$ cat config.mk
export PLATFORM = sky130hd
export DESIGN_NAME = mdp_sequencer
export DESIGN_NICKNAME = d
export VERILOG_FILES = /design/src/mdp_pkg.sv /design/src/mdp_strobe_if.sv /design/src/mdp_sequencer.sv /design/src/mdp_strobe_timer.sv
export SDC_FILE = /design/constraint.sdc
export NUM_CORES = 1
export LEC_CHECK = 0
export BUFFER_PORTS_ARGS = -buffer_cell sky130_fd_sc_hd__buf_2
export CAP_MARGIN = 5
export CELL_PAD_IN_SITES_DETAIL_PLACEMENT = 0
export CELL_PAD_IN_SITES_GLOBAL_PLACEMENT = 1
export CORE_MARGIN = 2
export CORE_UTILIZATION = 43
export DETAILED_ROUTE_END_ITERATION = 10
export PLACE_DENSITY = 0.83
export SLEW_MARGIN = 0
export SYNTH_ARGS = -nofsm -noshare
export SYNTH_HDL_FRONTEND = slang
export SYNTH_HIERARCHICAL = 1
export SYNTH_SLANG_ARGS = --single-unit
$ cat constraint.sdc
create_clock -name CORE_CLK_I -period 3.45 [get_ports CORE_CLK_I]
set_input_delay 0.69 -clock CORE_CLK_I [delete_from_list [all_inputs] [get_ports CORE_CLK_I]]
set_output_delay 0.69 -clock CORE_CLK_I [all_outputs]
set_load 0.02 [all_outputs]
$ cat src/mdp_pkg.sv
// shared constants for the machine-cycle sequencer and its strobe timer
// assumes one core clock; the register port of the core reaches these addresses
package mdp_pkg;
	// register addresses on the core's special-function port
	localparam logic [7:0] SEL_ADDR = 8'h86;
	localparam logic [7:0] CLKCTL_ADDR = 8'h8e;
	localparam logic [7:0] PTR_LOW_ADDR = 8'h82;
	localparam logic [7:0] PTR_HIGH_ADDR = 8'h83;
	// field layout and reset values
	localparam int SEL_BIT = 0;
	localparam int STRETCH_LSB = 0;
	localparam int STRETCH_W = 3;
	localparam logic [2:0] STRETCH_RST = 3'h1;
	localparam logic [7:0] SEL_RST = 8'h00;
	// timing counts
	localparam logic [2:0] MAX_INSTR_CYCLES = 3'h5;
	localparam logic [3:0] XMOVE_BASE_CYCLES = 4'h2;
	localparam logic [4:0] STROBE_MIN_CLOCKS = 5'h02;
	localparam int STROBE_W = 5;

	typedef enum logic [1:0] {FIRST_STATE, SECOND_STATE, THIRD_STATE, FOURTH_STATE} mdp_state_t;

	// strobe width in clocks: 2 for no stretch, else four per stretch step
	function automatic logic [STROBE_W-1:0] mdp_strobe_clocks(input logic [2:0] stretch);
		logic [STROBE_W-1:0] w;
		w = {stretch, 2'b00};
		if (stretch == 3'h0) begin
			w = STROBE_MIN_CLOCKS;
		end
		return w;
	endfunction
endpackage

$ cat src/mdp_strobe_if.sv
// carrier between the sequencer and its strobe timer
// assumes both ends sit on the core clock
interface mdp_strobe_if;
	logic start;
	logic [4:0] width;
	logic active;
	modport ctrl (output start, output width, input active);
	modport timer (input start, input width, output active);
endinterface

$ cat src/mdp_sequencer.sv
// machine-cycle sequencer with external data move timing and two data pointers
// assumes the core presents each instruction's descriptor during the last fourth state
// of the instruction before it, and that all inputs except the data pins are core-clocked
//
// Operation
// - every machine cycle is four clocks, first to fourth state in order
// - internal timing uses both rising and falling clock edges
// - one opcode fetch per machine cycle
// - single-cycle opcodes finish in one four-clock machine cycle
// - ordinary instructions last one to five machine cycles
// - external data move lasts two to nine machine cycles
// - read and write strobes widen with the added cycles
// - register-indirect move takes low address from working register
// - register-indirect move takes high address from port two latch
// - pointer-indirect move drives all sixteen bits from selected pointer
// - select bit is bit zero of register at 86h
// - upper seven select register bits always read zero
// - select zero uses primary pointer, one uses secondary
// - incrementing the select register flips the selection
// - stretch is a three-bit field in the clock control register
// - stretch resets to one, giving three-cycle moves
// - strobe lasts 2,4,8,...,28 clocks for stretch 0 to 7
module mdp_sequencer
	import mdp_pkg::*;
(
	// clock and reset
	input wire logic CORE_CLK_I,
	input wire logic RST_N_I,
	// next instruction descriptor
	input wire logic [2:0] INSTR_CYCLES_I,
	input wire logic INSTR_XMOVE_I,
	input wire logic XMOVE_WRITE_I,
	input wire logic XMOVE_VIA_POINTER_I,
	input wire logic [7:0] WORK_REG_I,
	input wire logic [7:0] PORT2_LATCH_I,
	input wire logic [7:0] XMOVE_WDATA_I,
	input wire logic POINTER_INC_I,
	// register port
	input wire logic [7:0] SFR_ADDR_I,
	input wire logic SFR_WR_I,
	input wire logic [7:0] SFR_WDATA_I,
	output logic [7:0] SFR_RDATA_O,
	// timing outputs
	output logic [1:0] STATE_O,
	output logic [1:0] STATE_LATE_O,
	output logic FETCH_O,
	output logic INSTR_DONE_O,
	// external data pins
	output logic [15:0] XADDR_O,
	output logic [7:0] XDATA_O,
	output logic XDATA_OE_O,
	input wire logic [7:0] XDATA_I,
	output logic XREAD_N_O,
	output logic XWRITE_N_O,
	output logic [7:0] XMOVE_RDATA_O,
	output logic XMOVE_RVALID_O,
	output logic POINTER_SELECT_O
);
	mdp_strobe_if strb ();

	mdp_strobe_timer u_timer (
		.clk_i(CORE_CLK_I),
		.rst_n_i(RST_N_I),
		.strb(strb.timer)
	);

	mdp_state_t state_reg, state_next;
	logic [3:0] left_reg, left_next;
	logic [3:0] idx_reg, idx_next;
	logic xmove_reg, xmove_next;
	logic write_reg, write_next;
	logic [2:0] stretch_reg, stretch_next;
	logic [2:0] mv_stretch_reg, mv_stretch_next;
	logic sel_reg, sel_next;
	logic [15:0] ptr_reg [2];
	logic [15:0] ptr_next [2];
	logic [15:0] addr_reg, addr_next;
	logic [7:0] wdata_reg, wdata_next;
	logic oe_reg, oe_next;
	logic rd_n_reg, rd_n_next;
	logic wr_n_reg, wr_n_next;
	logic rd_d1_reg;
	logic [7:0] rdata_reg, rdata_next;
	logic rvalid_reg, rvalid_next;
	logic [7:0] sfr_rdata_reg, sfr_rdata_next;
	logic fetch_reg, done_reg, done_next;
	logic [1:0] late_reg;
	logic [7:0] xdata_s1_reg, xdata_s2_reg;
	logic instr_end;
	logic [2:0] cyc_clamped;

	// sequencing, pointers, registers and pins: next values
	always_comb begin
		state_next = state_reg;
		left_next = left_reg;
		idx_next = idx_reg;
		xmove_next = xmove_reg;
		write_next = write_reg;
		stretch_next = stretch_reg;
		mv_stretch_next = mv_stretch_reg;
		sel_next = sel_reg;
		ptr_next = ptr_reg;
		addr_next = addr_reg;
		wdata_next = wdata_reg;
		oe_next = oe_reg;
		done_next = 1'b0;
		rdata_next = rdata_reg;
		rvalid_next = 1'b0;
		strb.start = 1'b0;
		strb.width = mdp_strobe_clocks(mv_stretch_reg);
		cyc_clamped = INSTR_CYCLES_I;
		instr_end = (state_reg == FOURTH_STATE) && (left_reg == 4'h1);

		// four fixed states per machine cycle
		case (state_reg)
			FIRST_STATE: state_next = SECOND_STATE;
			SECOND_STATE: state_next = THIRD_STATE;
			THIRD_STATE: state_next = FOURTH_STATE;
			FOURTH_STATE: state_next = FIRST_STATE;
			default: state_next = FIRST_STATE;
		endcase

		// machine-cycle bookkeeping; a fetch starts each new machine cycle
		if (state_reg == FOURTH_STATE) begin
			left_next = left_reg - 4'h1;
			idx_next = idx_reg + 4'h1;
		end

		// zero cycles is taken as one, anything above five as five
		if (cyc_clamped == 3'h0) begin
			cyc_clamped = 3'h1;
		end else if (cyc_clamped > MAX_INSTR_CYCLES) begin
			cyc_clamped = MAX_INSTR_CYCLES;
		end

		// take the next instruction at the end of the current one
		if (instr_end) begin
			done_next = 1'b1;
			idx_next = 4'h1;
			xmove_next = INSTR_XMOVE_I;
			write_next = XMOVE_WRITE_I;
			oe_next = 1'b0;
			left_next = {1'b0, cyc_clamped};
			if (INSTR_XMOVE_I) begin
				// stretch frozen for the whole move so a mid-move write cannot skew it
				mv_stretch_next = stretch_reg;
				left_next = XMOVE_BASE_CYCLES + {1'b0, stretch_reg};
				wdata_next = XMOVE_WDATA_I;
				if (XMOVE_VIA_POINTER_I) begin
					addr_next = ptr_reg[sel_reg];
				end else begin
					addr_next = {PORT2_LATCH_I, WORK_REG_I};
				end
			end
		end

		// strobe begins in the second machine cycle, one clock later for stretched moves
		if (xmove_reg && (mv_stretch_reg == 3'h0) && (idx_reg == 4'h1) &&
			(state_reg == FOURTH_STATE) && !instr_end) begin
			strb.start = 1'b1;
		end
		if (xmove_reg && (mv_stretch_reg != 3'h0) && (idx_reg == 4'h2) &&
			(state_reg == FIRST_STATE)) begin
			strb.start = 1'b1;
		end
		// write data is driven from the second machine cycle to the end of the move
		if (xmove_reg && write_reg && (idx_reg == 4'h1) && (state_reg == FOURTH_STATE) &&
			!instr_end) begin
			oe_next = 1'b1;
		end

		rd_n_next = !(strb.active && !write_reg);
		wr_n_next = !(strb.active && write_reg);

		// read data taken from the synchronised pins as the read strobe ends
		if (rd_n_reg && !rd_d1_reg) begin
			rdata_next = xdata_s2_reg;
			rvalid_next = 1'b1;
		end

		// pointer increment acts on the selected pointer only
		if (POINTER_INC_I) begin
			ptr_next[sel_reg] = ptr_reg[sel_reg] + 16'h0001;
		end

		// register writes
		if (SFR_WR_I) begin
			case (SFR_ADDR_I)
				// only bit zero is kept, so writing back old+1 flips it
				SEL_ADDR: sel_next = SFR_WDATA_I[SEL_BIT];
				CLKCTL_ADDR: stretch_next = SFR_WDATA_I[STRETCH_LSB +: STRETCH_W];
				PTR_LOW_ADDR: ptr_next[sel_reg][7:0] = SFR_WDATA_I;
				PTR_HIGH_ADDR: ptr_next[sel_reg][15:8] = SFR_WDATA_I;
				default: ;
			endcase
		end

		// register reads, one clock behind the address
		case (SFR_ADDR_I)
			SEL_ADDR: sfr_rdata_next = {7'h00, sel_reg};
			CLKCTL_ADDR: sfr_rdata_next = {5'h00, stretch_reg};
			PTR_LOW_ADDR: sfr_rdata_next = ptr_reg[sel_reg][7:0];
			PTR_HIGH_ADDR: sfr_rdata_next = ptr_reg[sel_reg][15:8];
			default: sfr_rdata_next = 8'h00;
		endcase
	end

	// register all state except the falling-edge state copy on the rising edge
	always_ff @(posedge CORE_CLK_I or negedge RST_N_I) begin
		if (!RST_N_I) begin
			state_reg <= FIRST_STATE;
			left_reg <= 4'h1;
			idx_reg <= 4'h1;
			xmove_reg <= 1'b0;
			write_reg <= 1'b0;
			stretch_reg <= STRETCH_RST;
			mv_stretch_reg <= STRETCH_RST;
			sel_reg <= SEL_RST[SEL_BIT];
			ptr_reg[0] <= 16'h0000;
			ptr_reg[1] <= 16'h0000;
			addr_reg <= 16'h0000;
			wdata_reg <= 8'h00;
			oe_reg <= 1'b0;
			rd_n_reg <= 1'b1;
			wr_n_reg <= 1'b1;
			rd_d1_reg <= 1'b1;
			rdata_reg <= 8'h00;
			rvalid_reg <= 1'b0;
			sfr_rdata_reg <= 8'h00;
			fetch_reg <= 1'b1;
			done_reg <= 1'b0;
			xdata_s1_reg <= 8'h00;
			xdata_s2_reg <= 8'h00;
		end else begin
			state_reg <= state_next;
			left_reg <= left_next;
			idx_reg <= idx_next;
			xmove_reg <= xmove_next;
			write_reg <= write_next;
			stretch_reg <= stretch_next;
			mv_stretch_reg <= mv_stretch_next;
			sel_reg <= sel_next;
			ptr_reg <= ptr_next;
			addr_reg <= addr_next;
			wdata_reg <= wdata_next;
			oe_reg <= oe_next;
			rd_n_reg <= rd_n_next;
			wr_n_reg <= wr_n_next;
			rd_d1_reg <= rd_n_reg;
			rdata_reg <= rdata_next;
			rvalid_reg <= rvalid_next;
			sfr_rdata_reg <= sfr_rdata_next;
			fetch_reg <= (state_next == FIRST_STATE);
			done_reg <= done_next;
			xdata_s1_reg <= XDATA_I;
			xdata_s2_reg <= xdata_s1_reg;
		end
	end

	// falling-edge copy of the state marks the second half of each state
	always_ff @(negedge CORE_CLK_I or negedge RST_N_I) begin
		if (!RST_N_I) begin
			late_reg <= 2'h0;
		end else begin
			late_reg <= state_reg;
		end
	end

	assign STATE_O = state_reg;
	assign STATE_LATE_O = late_reg;
	assign FETCH_O = fetch_reg;
	assign INSTR_DONE_O = done_reg;
	assign XADDR_O = addr_reg;
	assign XDATA_O = wdata_reg;
	assign XDATA_OE_O = oe_reg;
	assign XREAD_N_O = rd_n_reg;
	assign XWRITE_N_O = wr_n_reg;
	assign XMOVE_RDATA_O = rdata_reg;
	assign XMOVE_RVALID_O = rvalid_reg;
	assign SFR_RDATA_O = sfr_rdata_reg;
	assign POINTER_SELECT_O = sel_reg;
endmodule

$ cat src/mdp_strobe_timer.sv
// strobe timer: holds active for exactly 'width' clocks after a start pulse
// assumes the start pulse only comes while idle
module mdp_strobe_timer
	import mdp_pkg::*;
(
	// clock and reset
	input wire logic clk_i,
	input wire logic rst_n_i,
	// link to the sequencer
	mdp_strobe_if.timer strb
);
	logic [4:0] left_reg;
	logic [4:0] left_next;
	logic active_reg;
	logic active_next;

	// load on start, then count down; active while clocks remain
	always_comb begin
		left_next = left_reg;
		active_next = 1'b0;
		if (strb.start) begin
			left_next = strb.width - 5'h01;
			active_next = 1'b1;
		end else if (left_reg != 5'h00) begin
			left_next = left_reg - 5'h01;
			active_next = 1'b1;
		end
	end

	always_ff @(posedge clk_i or negedge rst_n_i) begin
		if (!rst_n_i) begin
			left_reg <= 5'h00;
			active_reg <= 1'b0;
		end else begin
			left_reg <= left_next;
			active_reg <= active_next;
		end
	end

	assign strb.active = active_reg;
endmodule

**After elaboration in Yosys (flattened, before gate mapping)**

Index checks and enable logic that the tools add are counted.

- Bitwise gates (word level): 1
- Order comparisons: 3
- Reductions and logical operators: 33
- Add/subtract/negate cells: 6
- Muxes and demuxes: 36
- Eq/ne operators: 10

Operators with widths:

| kind | count |
|---|---|
| bitwise mux 32 bit | 3 |
| two-way mux 16 bit | 6 |
| two-way mux 32 bit | 2 |
| case mux 32 bit (2 select lines) | 1 |
| demux 16 bit (select 1 bit) | 3 |
| == test 8 bit, second input constant | 4 |
| case mux 8 bit (4 select lines) | 1 |
| two-way mux 4 bit | 5 |
| adder 16 x 1 -> 16 bit, second input constant | 1 |
| logical AND 1 bit | 16 |
| two-way mux 5 bit | 3 |
| subtractor 5 x 1 -> 5 bit, second input constant | 2 |
| == test 4 x 1 -> 1 bit, second input constant | 2 |
| two-way mux 1 bit | 8 |
| two-way mux 8 bit | 1 |
| case mux 2 bit (4 select lines) | 1 |
| zero test 3 bit | 2 |
| two-way mux 3 bit | 2 |
| AND reduction 2 bit | 3 |
| nonzero test 2 bit | 3 |
| zero test 1 bit | 5 |
| nonzero test 5 bit | 1 |
| adder 2 x 3 -> 4 bit, first input constant | 1 |
| adder 4 x 1 -> 4 bit, second input constant | 1 |
| 10 further kinds | 12 |

- Register bits after elaboration: 122
- Input bits: 58
- Word-level logic and storage cells: 115

**Longest topological paths before layout**

- Depth in word-level cells: 10
- Depth in mapped cells: 14
- Mapped depth without buffers: 12

**By module**

Netlist, hierarchy kept.

By module, submodules not included:

| module | cells an instance | area each (um^2) | times used |
|---|---|---|---|
| mdp_sequencer | 544 | 5,566.6 | 1 |
| mdp_strobe_timer | 30 | 377.9 | 1 |

==> impl_metrics.tcl <==
set metrics [dict create \
    outcome "completed" \
    fin_skew_ps 22.1 \
    ant_nets 0 \
    ys_types 65 \
    p_comb_frac 0.262 \
    setup_viol 0 \
    drc 0 \
    nets 750 \
    antenna_found_initial 0 \
    power.net_switching_w 0.00181 \
    critPathKind "register to output port" \
    ys.flop_type "dfrtp_1" \
    p_sw_frac 0.347 \
    cts_root_buf "clkbuf_16" \
    pwr-share-clk 0.331 \
    cts_made_buffers 17 \
    fp-row-count 42 \
    tightestPinTransition_ps 963 \
    ff2ff_setup_slack_ps 410 \
    largest_reg_flops 32 \
    portBuffers 108 \
    grt_usage 0.213 \
    pwr-share-seq 0.407 \
    initial_utilization 0.445 \
    tns_ps 0 \
    final_layout_size_suffix_gt1_frac 0.294 \
    power.leakage_nw 3.31 \
    cp-start-kind "register" \
    path_buf_inv 1 \
    dieArea_mm2 0.0148 \
    grt-ovfl-total 0 \
    avgSynthCellArea_um2 10.4 \
    rsz0062_at_grt "false" \
    htree_levels 4 \
    ir_drop_uv 361 \
    fp.dieW_um 122 \
    synth_seq_cells 122 \
    antenna_cells 0 \
    cts_resized 0 \
    crit_path_top_delay_cell "dfrtn_1" \
    critical_path_required_ps 2760 \
    gp_congestion 0.908 \
    cp_top_family "flip-flops" \
    synth.most_common_cell "dfrtp_1" \
    critPathMaxFanout 1 \
    internal-power_w 0.00340 \
    hold_viol 0 \
    vias_per_cell 5.54 \
    cts.sinks 122 \
    routedWlPerCell_um 17.3 \
    synthTopCellsByArea "dfrtp_1, mux2_2, nand2_1, o21ai_0, dfstp_2" \
    fillers 1196 \
    grt_pass1_vias 4760 \
    maxCapViolCount 0 \
    dp.final_hpwl_um 10900 \
    insertion_delay_ps 410 \
    first_pass_iters 5 \
    holdCritPathClass "register to register" \
    synth_edf_count 0 \
    cp_data_arrival_time_ps 2660 \
    syn_to_final_growth_pct 21.7 \
    ios 109 \
    fp.coreArea_mm2 0.0133 \
    grt_pass1_wl_um 24500 \
    crit_chain "buf_2" \
    yosysWarnings 6 \
    die_height_um 122 \
    grt_max_degree 78 \
    post_cts_buffers 0 \
    clockBufferDepth 2 \
    via_count 4817 \
    ys_top_cells_by_count "dfrtp_1, nand2_1, o21ai_0" \
    report.final.slew_viol_count 0 \
    max_stage_delay_ps 380 \
    drt_iter0_drc 359 \
    netlist_instances 574 \
    synth_top_area_cell "dfrtp_1" \
    cts_hold_buf 0 \
    relSlewSlack 0.358 \
    final_core_util 0.542 \
    ys_seq_area_frac 0.515 \
    async_flop_share 1.00 \
    powerDensity_mw_per_mm2 720 \
    synthesis.area_mm2 0.00594 \
    path_clk_slew_ps 60 \
    end_kind "output port" \
    wirelength_um 15000 \
    cts_tree "built" \
    synth_top_area_share 0.471 \
]
[placed cells by master (no fill, tap or decap), drive strengths merged, types with 17 or more instances in the layout]
cell type,instances
nor2,43
clkbuf,17
buf,119
o21ai,46
mux2i,21
dfrtp,112
a21oi,31
inv,23
nand3,22
nand2,64
mux2,26
[stage by stage]
| step | area, um^2 | hold WS, ps | cells | setup WS [ps] | power [W] |
|---|---|---|---|---|---|
| 3_5_place_dp | 6660 | 335 | 837 | 455 | 0.00351 |
| 5_1_grt | 7230 | 353 | 869 | 77.3 | 0.00552 |
| 2_1_floorplan | 5950 | 331 | 575 | 531 | 0.00299 |
| 4_1_cts | 7230 | 348 | 869 | 79.4 | 0.00526 |
| 3_3_place_gp | 6660 | 332 | 837 | 520 | 0.00344 |
| 6_report | 7230 | 348 | 869 | 105 | 0.00521 |
[per-layer routing]
layer / part of all wire / GRT usage / vias to the layer above
li1: - / - / 2257
met1: 0.45 / 0.277 / 2381
met2: 0.48 / 0.344 / 152
met3: 0.055 / 0.0496 / 27
met4: 0.020 / 0.0898 / 0
met5: 0 / 0 / -
[logic make-up (layout without fill, tap and decap cells)]
| kind of cell | after synthesis | in the layout | share of synthesized area |
|---|---|---|---|
| AOI/OAI and AO/OA | 130 | 130 | 0.139 |
| other | 1 | 2 | 0.000631 |
| xor gates and xnor gates | 10 | 10 | 0.0147 |
| buffers and inverters | 47 | 165 | 0.0343 |
| muxes | 47 | 47 | 0.0846 |
| adders and majority gates | 12 | 12 | 0.0253 |
| DFF | 122 | 122 | 0.515 |
| and+or+nand+nor | 205 | 205 | 0.186 |
[final timing paths]
| check | startpoint | endpoint | cells past startpoint |
|---|---|---|---|
| setup reg to reg | STATE_O[1]$_DFF_PN0_ | u_timer/left_reg[4]$_DFFE_PN0P_ | 12 |
| min in group asynchronous | RST_N_I | STATE_O[0]$_DFF_PN0_ | 2 |
| hold reg to reg | xdata_s1_reg[2]$_DFF_PN0_ | xdata_s2_reg[2]$_DFF_PN0_ | 0 |
| setup / recovery | STATE_LATE_O[1]$_DFF_NN0_ | STATE_LATE_O[1] | 1 |
| hold / removal | xdata_s1_reg[2]$_DFF_PN0_ | xdata_s2_reg[2]$_DFF_PN0_ | 0 |
| max in group asynchronous | RST_N_I | STATE_LATE_O[1]$_DFF_NN0_ | 1 |
[area by class of cell]
type	instances	area, um^2	share of cell area
Sequential cell	122	3060	0.424
Timing Repair Buffer	119	638	0.0882
Tap cell	176	220	0.0304
Clock buffer	17	425	0.0588
Inverter	14	52.6	0.00726
Multi-Input combinational cell	406	2680	0.371
Clock inverter	15	153	0.0211
[power by group through the flow]
stage	registers, W	clock network, W	logic, W
2_1_floorplan	0.00232	0	0.000670
3_3_place_gp	0.00212	0	0.00133
3_5_place_dp	0.00214	0	0.00137
4_1_cts	0.00212	0.00176	0.00137
5_1_grt	0.00217	0.00183	0.00151
6_report	0.00212	0.00173	0.00136
Power figures use the tool's default switching activity.
